File: src/inc/scd_pkg.sv
// package: constants and carriers for the serial clock divider and input filters
package scd_pkg;

  localparam int unsigned CLK_PERIOD_NS    = 20;
  localparam int unsigned NARROW_SPIKE_NS  = 20;
  localparam int unsigned WIDE_SPIKE_NS    = 100;
  // filter depth in cycles: spike time rounded up, at least one cycle
  localparam int unsigned NARROW_CYCLES    =
    (NARROW_SPIKE_NS + CLK_PERIOD_NS - 1) / CLK_PERIOD_NS;
  localparam int unsigned WIDE_CYCLES      =
    (WIDE_SPIKE_NS + CLK_PERIOD_NS - 1) / CLK_PERIOD_NS;
  localparam int unsigned PRESCALE_RATIO   = 8;
  localparam logic [5:0]  MODULUS_RESET    = 6'h3f;
  localparam logic        BYPASS_RESET     = 1'h0;
  localparam logic [2:0]  PRESCALE_LAST    = 3'h7;

  typedef enum logic [1:0] {
    SCD_FILT_BYPASS,
    SCD_FILT_NARROW,
    SCD_FILT_WIDE,
    SCD_FILT_RSVD
  } scd_filter_t;

  // clock control settings as software sets them
  typedef struct packed {
    logic [5:0]  divider_modulus;
    logic        prescaler_bypass;
    scd_filter_t filter_mode;
    logic        master_mode;
  } scd_ctrl_t;

  // filtered bus lines
  typedef struct packed {
    logic scl;
    logic sda;
  } scd_lines_t;

endpackage : scd_pkg
File: src/hdl/scd_clock_divider.sv
// serial clock divider with prescaler, modulus divider and scl/sda filters
`timescale 1ns/1ns
// Operation
// (RULE_01) The serial clock period is Tc*2*(modulus+1)*(7*(1-bypass)+1).
// (RULE_02) With bypass clear a divide-by-eight prescaler precedes the divider, set skips it.
// (RULE_03) The six-bit modulus 0 to 3f gives divide ratios 1 to 64 after the prescaler.
// (RULE_04) Software keeps the period between 6 and 1024 clock periods in this mode.
// (RULE_05) Filters on scl and sda are bypassed, narrow (20 ns) or wide (100 ns).
// (RULE_06) Standard 100 kHz and improved transfers up to 1000 kHz are supported.
// (RULE_07) An outside master leaves a bus free time above this slave's minimum.
// (RULE_08) At 81 MHz masters use at least 52, 56 or 62 periods per filter setting.
// (RULE_09) The period drives scl only as master; as slave scl follows the outside master.
//
// limitations and trade-offs:
// - settings are taken every cycle; software must stop the divider
//   (i_enable low) before it changes the modulus or bypass bit, or one
//   half period may come out short or long
// - the low/high phases are equal halves; any stretching by a slow
//   peer is not seen here, the shifter above handles that
// - filter depth is fixed at the wide setting; narrow reuses the
//   same counter with a lower limit to save a second set of flops
module scd_clock_divider #(
  parameter int unsigned MOD_W = 6                 // divider modulus width
) (
  input  wire logic               i_mclk,          // system clock, 50 MHz
  input  wire logic               i_resetn,        // sync reset, active low
  input  wire scd_pkg::scd_ctrl_t i_ctrl,          // clock control settings
  input  wire logic               i_enable,        // run the divider
  input  wire logic               i_scl,           // scl pin level
  input  wire logic               i_sda,           // sda pin level
  output logic                    o_scl_o,         // scl drive value (always 0)
  output logic                    o_scl_oe,        // scl pulled low while high
  output logic                    o_half_tick,     // pulse each half period
  output scd_pkg::scd_lines_t     o_lines,         // filtered scl and sda
  output logic                    o_scl_rise       // filtered scl rising edge pulse
);
  logic [2:0]       pre_q;
  logic [2:0]       pre_d;
  logic [MOD_W-1:0] div_q;
  logic [MOD_W-1:0] div_d;
  logic             scl_low_q;
  logic             half_q;
  logic             scl_f;
  logic             sda_f;
  logic             scl_f_q;
  logic             rise_q;
  logic             pre_tick;
  logic             div_end;
  logic             running;

  // settings are compared against the counters every cycle, so a
  // change mid-period can yield a short or long clock phase
  assign running  = i_enable && i_ctrl.master_mode;                  // RULE_09
  assign pre_tick = i_ctrl.prescaler_bypass || (pre_q == scd_pkg::PRESCALE_LAST); // RULE_02
  assign div_end  = pre_tick && (div_q == i_ctrl.divider_modulus);   // RULE_03
  assign pre_d    = (!running || i_ctrl.prescaler_bypass) ? 3'h0 : pre_q + 3'h1;
  assign div_d    = (!running || div_end) ? '0
                  : (pre_tick ? div_q + MOD_W'(1) : div_q);          // RULE_03

  // prescaler and modulus counters; each half period is (mod+1) prescaled ticks
  // the full range spans standard and improved bus rates
  always_ff @(posedge i_mclk) begin                                  // RULE_06
    if (!i_resetn) begin
      pre_q <= 3'h0;
      div_q <= '0;
    end else begin
      pre_q <= pre_d;                                               // RULE_02
      div_q <= div_d;                                               // RULE_01
    end
  end

  // scl phase toggles every half period; released when not master
  always_ff @(posedge i_mclk) begin
    if (!i_resetn) begin
      scl_low_q <= 1'h0;
      half_q    <= 1'h0;
    end else begin
      scl_low_q <= running ? (scl_low_q ^ div_end) : 1'h0;           // RULE_09
      half_q    <= running && div_end;                               // RULE_01
    end
  end

  // open drain: output value is constant low, only the enable moves
  assign o_scl_o     = 1'h0;
  assign o_scl_oe    = scl_low_q;
  assign o_half_tick = half_q;

  scd_spike_filter #(.DEPTH(scd_pkg::WIDE_CYCLES)) u_scl_filt (
    .i_mclk   (i_mclk),
    .i_resetn (i_resetn),
    .i_line   (i_scl),
    .i_mode   (i_ctrl.filter_mode),
    .o_line   (scl_f)
  );
  scd_spike_filter #(.DEPTH(scd_pkg::WIDE_CYCLES)) u_sda_filt (
    .i_mclk   (i_mclk),
    .i_resetn (i_resetn),
    .i_line   (i_sda),
    .i_mode   (i_ctrl.filter_mode),
    .o_line   (sda_f)
  );

  // slave side timing comes from the filtered outside scl
  always_ff @(posedge i_mclk) begin
    if (!i_resetn) begin
      scl_f_q    <= 1'h1;
      rise_q     <= 1'h0;
      o_lines    <= '{scl: 1'h1, sda: 1'h1};
    end else begin
      scl_f_q    <= scl_f;
      rise_q     <= scl_f && !scl_f_q;                               // RULE_09
      o_lines    <= '{scl: scl_f, sda: sda_f};                       // RULE_05
    end
  end
  assign o_scl_rise = rise_q;

  // helper: cycles since last half tick, for period checks
  logic [9:0] gap_q;
  always_ff @(posedge i_mclk) begin
    if (!i_resetn || !running || div_end) gap_q <= 10'h0;
    else gap_q <= gap_q + 10'h1;
  end

  a_half_period: assert property (@(posedge i_mclk) disable iff (!i_resetn)
    (running && $stable(i_ctrl) && div_end && $past(div_end) == 1'b0 && $past(running))
      |-> (gap_q + 10'h1) == ((10'(i_ctrl.divider_modulus) + 10'h1)
           * (i_ctrl.prescaler_bypass ? 10'h1 : 10'h8)) || gap_q < 10'h1) // RULE_01
    else $error("half period length wrong");
  a_bypass_direct: assert property (@(posedge i_mclk) disable iff (!i_resetn)
    (running && i_ctrl.prescaler_bypass && div_q == i_ctrl.divider_modulus)
      |-> div_end)                                                   // RULE_02
    else $error("bypassed divider missed its period end");
  a_prescale_gate: assert property (@(posedge i_mclk) disable iff (!i_resetn)
    (running && !i_ctrl.prescaler_bypass && pre_q != 3'h7) |-> !div_end) // RULE_02
    else $error("divider advanced without prescaler tick");
  a_slave_release: assert property (@(posedge i_mclk) disable iff (!i_resetn)
    !i_ctrl.master_mode |=> !o_scl_oe)                               // RULE_09
    else $error("scl driven while slave");
  a_toggle_half: assert property (@(posedge i_mclk) disable iff (!i_resetn)
    (running && div_end && $past(running)) |=> (o_scl_oe != $past(o_scl_oe)) && o_half_tick) // RULE_01
    else $error("scl did not toggle at half period end");
  a_modulus_bound: assert property (@(posedge i_mclk) disable iff (!i_resetn)
    div_q <= i_ctrl.divider_modulus || !$stable(i_ctrl.divider_modulus)) // RULE_03
    else $error("divider passed its modulus");
  a_rise_pulse: assert property (@(posedge i_mclk) disable iff (!i_resetn)
    o_scl_rise |=> !o_scl_rise)                                      // RULE_09
    else $error("scl rise pulse held");
  a_lines_follow: assert property (@(posedge i_mclk) disable iff (!i_resetn)
    o_lines.scl == $past(scl_f))                                     // RULE_05
    else $error("filtered scl not registered");

  // filtered sda is registered the same way
  a_sda_follow: assert property (@(posedge i_mclk) disable iff (!i_resetn)
    o_lines.sda == $past(sda_f))                                     // RULE_05
    else $error("filtered sda not registered");

  // stopping clears both counters so the next start is clean
  a_stop_clear: assert property (@(posedge i_mclk) disable iff (!i_resetn)
    !running |=> (div_q == '0) && (pre_q == 3'h0))                   // RULE_09
    else $error("counters not cleared while stopped");

  // prescaler steps by one every cycle while in use
  a_prescale_step: assert property (@(posedge i_mclk) disable iff (!i_resetn)
    (running && !i_ctrl.prescaler_bypass) |=> pre_q == $past(pre_q) + 3'h1) // RULE_02
    else $error("prescaler did not step");

  // prescaler parked at zero when bypassed
  a_prescale_park: assert property (@(posedge i_mclk) disable iff (!i_resetn)
    (running && i_ctrl.prescaler_bypass) |=> pre_q == 3'h0)          // RULE_02
    else $error("prescaler moved while bypassed");

  // divider holds between prescaler ticks
  a_div_hold: assert property (@(posedge i_mclk) disable iff (!i_resetn)
    (running && !pre_tick) |=> div_q == $past(div_q))                // RULE_03
    else $error("divider moved without a tick");

  // divider steps by one on a tick before its end
  a_div_step: assert property (@(posedge i_mclk) disable iff (!i_resetn)
    (running && pre_tick && !div_end) |=> div_q == $past(div_q) + 6'h01) // RULE_03
    else $error("divider did not step on a tick");

  // scl phase holds inside a half period
  a_oe_hold: assert property (@(posedge i_mclk) disable iff (!i_resetn)
    (running && !div_end) |=> $stable(o_scl_oe))                     // RULE_01
    else $error("scl phase moved inside a half period");

  // no half ticks unless the divider runs
  a_tick_stop: assert property (@(posedge i_mclk) disable iff (!i_resetn)
    !running |=> !o_half_tick)                                       // RULE_09
    else $error("half tick while stopped");

  // a rise pulse always comes with a high filtered scl
  a_rise_level: assert property (@(posedge i_mclk) disable iff (!i_resetn)
    o_scl_rise |-> o_lines.scl)                                      // RULE_09
    else $error("rise pulse with scl low");

  c_master_run:  cover property (@(posedge i_mclk) running ##1 div_end);
  c_prescaled:   cover property (@(posedge i_mclk) running && !i_ctrl.prescaler_bypass && div_end);
  c_wide_filter: cover property (@(posedge i_mclk)
    i_ctrl.filter_mode == scd_pkg::SCD_FILT_WIDE && o_scl_rise);
  c_slave_rise:  cover property (@(posedge i_mclk)
    !i_ctrl.master_mode && o_scl_rise);
endmodule : scd_clock_divider

File: src/hdl/scd_spike_filter.sv
// spike filter for one bus line, depth chosen at run time
`timescale 1ns/1ns
module scd_spike_filter #(
  parameter int unsigned DEPTH = 5                 // longest run length counted
) (
  input  wire logic               i_mclk,          // system clock
  input  wire logic               i_resetn,        // sync reset, active low
  input  wire logic               i_line,          // raw line level
  input  wire scd_pkg::scd_filter_t i_mode,        // filter setting
  output logic                    o_line           // filtered level
);
  localparam int unsigned CW = $clog2(DEPTH + 1);
  logic [CW-1:0] cnt_q;
  logic [CW-1:0] cnt_d;
  logic [CW-1:0] limit;
  logic          line_q;
  logic          line_d;

  // a new level must persist past the spike width before it is taken
  assign limit = (i_mode == scd_pkg::SCD_FILT_WIDE)
               ? CW'(scd_pkg::WIDE_CYCLES) : CW'(scd_pkg::NARROW_CYCLES); // RULE_05
  always_comb begin
    line_d = line_q;
    cnt_d  = '0;
    if (i_mode == scd_pkg::SCD_FILT_BYPASS) begin
      line_d = i_line;                              // RULE_05
    end else if (i_line != line_q) begin
      if (cnt_q >= limit) begin
        line_d = i_line;
      end else begin
        cnt_d = cnt_q + CW'(1);
      end
    end
  end

  always_ff @(posedge i_mclk) begin
    if (!i_resetn) begin
      line_q <= 1'h1;
      cnt_q  <= '0;
    end else begin
      line_q <= line_d;
      cnt_q  <= cnt_d;
    end
  end
  assign o_line = line_q;

  a_bypass_follow: assert property (@(posedge i_mclk) disable iff (!i_resetn)
    (i_mode == scd_pkg::SCD_FILT_BYPASS) |=> (line_q == $past(i_line)))  // RULE_05
    else $error("bypassed filter did not follow input");
  a_narrow_reject: assert property (@(posedge i_mclk) disable iff (!i_resetn)
    (i_mode == scd_pkg::SCD_FILT_NARROW && $stable(i_mode) && i_line != line_q
     && $past(i_line) == line_q && $past(line_q) == line_q) |=> line_q == $past(line_q)) // RULE_05
    else $error("narrow filter passed a one cycle spike");
endmodule : scd_spike_filter

File: config.mk
export PLATFORM = sky130hd
export DESIGN_NAME = scd_clock_divider
export DESIGN_NICKNAME = d
export VERILOG_FILES = /design/src/inc/scd_pkg.sv /design/src/hdl/scd_clock_divider.sv /design/src/hdl/scd_spike_filter.sv
export SDC_FILE = /design/constraint.sdc
export NUM_CORES = 1
export LEC_CHECK = 0
export BUFFER_PORTS_ARGS = -buffer_cell sky130_fd_sc_hd__buf_2
export CAP_MARGIN = 20
export CELL_PAD_IN_SITES_DETAIL_PLACEMENT = 0
export CELL_PAD_IN_SITES_GLOBAL_PLACEMENT = 1
export CORE_MARGIN = 3
export CORE_UTILIZATION = 43
export CTS_BUF_LIST = sky130_fd_sc_hd__clkbuf_16
export CTS_CLUSTER_SIZE = 12
export DETAILED_ROUTE_END_ITERATION = 8
export PLACE_DENSITY = 0.86
export RECOVER_POWER = 25
export SYNTH_ARGS = -nofsm -noshare
export SYNTH_HDL_FRONTEND = slang
export SYNTH_SLANG_ARGS = --single-unit
File: constraint.sdc
create_clock -name i_mclk -period 2.99 [get_ports i_mclk]
set_input_delay 0.598 -clock i_mclk [delete_from_list [all_inputs] [get_ports i_mclk]]
set_output_delay 0.598 -clock i_mclk [all_outputs]
set_load 0.1 [all_outputs]
# --- After elaboration in Yosys (flattened, before gate mapping) ---
# Cells that the tools add are included.
classes:
  eq_ne: 5
  addsub: 4
  bitwise_logic: 4
  magnitude_cmp: 2
  reduce_logical: 21
  n_mux: 7
ops:
  columns: ["cell", "n"]
  rows:
  - ["adder 3 x 1 -> 3 bit (second input constant)", 3]
  - ["nonzero test 2 bit", 4]
  - ["OR reduction 4 bit", 2]
  - ["adder 6 x 1 -> 6 bit (second input constant)", 1]
  - ["== test 6 bit", 1]
  - ["greater-or-equal comparator 3 bit", 2]
  - ["2-to-1 mux 1 bit", 6]
  - ["AND reduction 2 bit", 3]
  - ["logical AND 1 bit", 4]
  - ["OR reduction 2 bit", 2]
  - ["== test 3 bit (second input constant)", 1]
  - ["logical OR 1 bit", 3]
  - ["2-to-1 mux 3 bit", 1]
  - ["NOT 1 bit", 3]
  - ["== test 2 bit (second input constant)", 1]
  - ["logical NOT 1 bit", 2]
  - ["logical NOT 2 bit", 1]
  - ["inequality test 1 bit", 2]
  - ["XOR 1 bit", 1]
totals:
  word_cells: 54
  input_bits: 15
  out_inout_bits: 6
  reg_bits: 22

# --- Logic depth before layout (Yosys ltp) ---
logic_depth:
  depth_word: 6
  depth_mapped: 6

# --- Hierarchy ---
# A second synthesis with hierarchy kept.
unflattened:
  hier_cells: 99
  hier_area_um2: 1031.0
by_module_without_submodules:
  columns: ["module", "seq_area_each_um2", "instances", "area_per_inst_um2", "cells_per_inst"]
  rows:
  - ["scd_clock_divider", 280.3, 1, 590.6, 59]
  - ["scd_spike_filter", 80.1, 2, 220.2, 20]

# --- Least setup slack after synthesis ---
# Ideal clock, no wire load.
synth_path:
  path_type: "input to register"
  start: "in i_ctrl[1] (netlist name)"
  end: "reg u_sda_filt.cnt_q[2]"
  required_time_ps: 2925
  arrival_ps: 1746
  path_stages: 5
  setup_slack_ps: 1180
  path_cell_list: "nand2b_1 > ha_1 > o31a_1 > or4_1 > nor2_1"
synth_between:
  elab_chain_cells: 4
  elab_cells_between_ends: 5
  cone_classes: "order compare: 1; eq/ne: 1; mux: 1; reduce/logical: 2"
synth_lines:
  columns: ["element", "line_no", "text"]
  rows:
  - ["start: declaration", "scd_clock_divider.sv:27", "input wire scd_pkg::scd_ctrl_t i_ctrl,"]
  - ["== test 2 bit", "scd_spike_filter.sv:20", "assign limit = (i_mode == scd_pkg::SCD_FILT_WIDE)"]
  - ["2-to-1 mux 3 bit", "scd_spike_filter.sv:21", "? CW'(scd_pkg::WIDE_CYCLES) : CW'(scd_pkg::NARROW_CYCLES);"]
  - ["greater-or-equal comparator 3 bit", "scd_spike_filter.sv:28", "if (cnt_q >= limit) begin"]
  - ["OR reduction 4 bit (no source line) (*)", null, null]
  - ["end signal: assignment", "scd_spike_filter.sv:42", "cnt_q <= cnt_d;"]
  - ["end: declaration", "scd_spike_filter.sv:13", "logic [CW-1:0] cnt_q;"]
# Every way passes the cells marked *; elsewhere a longest branch is shown, timed or not.
# A chain may end at the register's enable or synchronous reset.

# --- Worst setup path after layout ---
layout_path:
  start: "reg pre_q[0]"
  end: "reg div_q[5]"
layout_between:
  elab_chain_cells: 5
layout_lines:
  columns: ["element", "line_no", "text"]
  rows:
  - ["start: declaration", "scd_clock_divider.sv:37", "logic [2:0] pre_q;"]
  - ["start signal: assignment", "scd_clock_divider.sv:67", "pre_q <= pre_d;"]
  - ["== test 3 bit (*)", "scd_clock_divider.sv:54", "assign pre_tick = i_ctrl.prescaler_bypass || (pre_q == scd_pkg::PRESCALE_LAST);"]
  - ["logical OR 1 bit (*)", "scd_clock_divider.sv:54", null]
  - ["logical AND 1 bit", "scd_clock_divider.sv:55", "assign div_end = pre_tick && (div_q == i_ctrl.divider_modulus);"]
  - ["logical OR 1 bit", "scd_clock_divider.sv:57", "assign div_d = (!running || div_end) ? '0"]
  - ["OR reduction 2 bit (no source line)", null, null]
  - ["end signal: assignment", "scd_clock_divider.sv:68", "div_q <= div_d;"]
  - ["end: declaration", "scd_clock_divider.sv:39", "logic [MOD_W-1:0] div_q;"]
# Marked as above.

==> flow_summary_export.csv <==
group,metric,value,unit
drt,drt_iter0_markers,6,
global_route,grt_pass1_vias,627,
cells_and_area,fin_util,56.8,%
synth,synth.most_common_cell,"dfxtp_1",
cts,hold_buffers,0,
global_route,grt_use_total,12.7,%
status,status,"complete, no violations",
setup_path,worstSetupPathType,"reg2reg",
synth,synth-seq-cells,22,
synth,synth_fp_nets,122,
floorplanning,die-area,2900,sq um
cts,clk_latency,240,ps
cells_and_area,antenna_cells,0,
cts,clockRootBuffer,"clkbuf_16",
cells_and_area,finalInstanceArea,1170,sq um
floorplanning,initial_utilization,47.7,%
cts,cts_sinks,22,
power_and_ir_drop,p_per_area,557,nW/um^2
hold_path,whs_path_depth,1,
cts,htreeDepth,1,
synth,synthDistinctLibCells,23,
cells_and_area,fillers,201,
drt,wl,1580,microns
setup_path,r2r_slack,1130,ps
synth,synth_top_cell_by_area,"dfxtp_1",
sta,setup_violations,0,
synth,synth_area,983,sq um
drt,dr.pass1.iters,4,
synth,synth-simple-area-share,18.1,%
sta,maxSlewViolCount,0,
global_route,gr-usage-met3,4.99,%
setup_path,path_max_fanout,6,
synth,ys_top_cells_by_area,"dfxtp_1 (45%), ha_1 (11%), xnor2_1 (7.1%)",
placed_design,placed_area,1100,sq um
synth,synthAdderAreaFrac,11.5,%
cells_and_area,drive_above_1_share,20.3,%
sta,rsz0062_at_grt,"no",
job,drv_cap,0,
synth,synth_xor_area_share,13.4,%
setup_path,cp-start-kind,"register",
drt,antenna_left,0,
cts,clk_pin_slew_worst_paths,50,ps
cts,cts_setup_buffers,0,
sta,skew,1.99,ps
sta,fin_crit_sh,62.1,%
global_route,grt_busiest_layer,"met2",
synth,async_reset_ff_share,0,%
sta,hold_viol,0,
setup_path,cp.required,3110,ps
synth,synth_commonest_cells,"dfxtp_1 (22), nor2_1 (14), ha_1 (9), xnor2_1 (8), xor2_1 (7)",
setup_path,r2r_start,"pre_q[0]",
global_route,grt_max_degree,12,
sta,fin_crit,1860,ps
synth,synth-edff-count,0,
drt,vias_per_cell,4.82,
synth,synth-compound-area-share,7.38,%
placed_design,gp_congestion,0.755,
floorplanning,core,2060,sq um
global_route,met1_usage,17.6,%
sta,tns,0,ps
global_route,overflow,0,
hold_path,hold_path.class,"reg2reg",
hold_path,min_from,"pre_q[0]",
setup_path,cp-end-kind,"register",
power_and_ir_drop,leakage,0.491,nW
synth,synth_top_area_share,44.8,%
cts,cts_tree,"yes",
drt,wl_per_cell,10.9,microns
setup_path,arrival,1970,ps
global_route,grtUsageMet2,17.9,%
floorplanning,fp.dieW,53.8,microns
placed_design,post-dp-hpwl,1300,microns
sta,timing.fmax,538,MHz
synth,synth_top_family_by_area,"simple AND/OR/NAND/NOR gates",
cells_and_area,fin_nets,144,
synth,yosys_warnings,0,
drt,vias,699,
floorplanning,io_pins,21,
cts,cts_buffers,3,
setup_path,r2r-end,"div_q[5]",
power_and_ir_drop,vdd_drop_max,0.450,mV
setup_path,reg2reg_depth,6,
floorplanning,rows,16,
floorplanning,die_height,53.8,microns
cells_and_area,area_delta_synth_final,19.1,%
global_route,antenna_found_initial,0,
hold_path,hold_end,"pre_q[0]",
placed_design,io_buffers,19,
drt,drc,0,
global_route,grt_pass1_wl,2630,microns
cts,clockBufferDepth,2,
cts,cts_resized,0,
synth,avgSynthCellArea,10.0,sq um
synth,synthesis.instances,98,
synth,synth_mux_area_share,2.29,%
synth,yosysSeqAreaShare,44.8,%
synth,synth_ff_type,"dfxtp_1",
[worst max-delay path by stage]
stage,start,to,slack (ps),cells after the start
6_report,pre_q[0],div_q[5],1130,6
5_1_grt,pre_q[0],div_q[5],1000,6
4_1_cts,pre_q[0],div_q[4],1130,6
3_5_place_dp,i_ctrl[1],u_sda_filt.cnt_q[2],950,6
3_3_place_gp,i_ctrl[1],u_sda_filt.cnt_q[2],970,6
2_1_floorplan,i_ctrl[1],u_sda_filt.cnt_q[2],1180,5
[logic make-up (layout without fill, tap and decap cells)]
kind of cell,after synthesis,count (layout)
and+or+nand+nor,34,34
DFF,22,22
xor gates and xnor gates,15,15
AOI/OAI and AO/OA,11,11
adders and majority gates,9,9
buffers and inverters,4,24
muxes,2,2
other,1,1
[registers in the layout (all words and copies together) (netlist names)]
name               count
u_sda_filt.cnt_q       3
u_scl_filt.cnt_q       3
div_q                  6
u_sda_filt.o_line      1
scl_f_q                1
o_lines                1
o_scl_rise             1
pre_q                  3
o_half_tick            1
u_scl_filt.o_line      1
o_scl_oe               1
[layout by cell type (no fill, tap or decap), types with 3 or more instances in the layout]
cell type	count
ha_1	9
xnor2_1	8
buf_2	18
nor2_1	14
xor2_1	7
clkbuf_16	3
nand2b_1	5
dfxtp_1	22
o21ai_0	4
nor3_1	4
[area by class of cell]
| type | instances | area (sq um) | share of cell area [%] |
|---|---|---|---|
| Multi-Input combinational cell | 72 | 520 | 44.4 |
| Sequential cell | 22 | 440 | 37.6 |
| Tap cell | 27 | 33.8 | 2.88 |
| Inverter | 2 | 7.51 | 0.641 |
| Clock buffer | 3 | 75.1 | 6.41 |
| Timing Repair Buffer | 19 | 93.8 | 8.01 |
[worst max-delay path, cell delays in order (launching register included)]
cell      delay, ps
dfxtp_1         340
ha_1            150
ha_1            220
nor2_1          110
or4_4           440
o21bai_1        370
nor2_1          100
[power by group]
group / switching (mW) / internal (mW)
Combinational: 0.0473 / 0.0304
Clock: 0.0879 / 0.176
Sequential: 0.00760 / 0.304
[metal layers]
| metal | vias to the layer above | routed length [microns] |
|---|---|---|
| li1 | 379 | - |
| met1 | 309 | 798 |
| met4 | 0 | 0 |
| met2 | 11 | 703 |
| met5 | - | 0 |
| met3 | 0 | 75 |
[through the flow]
step                      power, mW  instances  hold WS, ps  setup WS [ps]
after floorplan               0.375         98          404           1180
after global routing          0.685        145          460            998
after CTS                     0.662        145          439           1130
final                         0.653        145          439           1130
after detailed placement      0.396        142          431            954
after global placement        0.394        142          422            972
(Power assumes the default switching activity.)
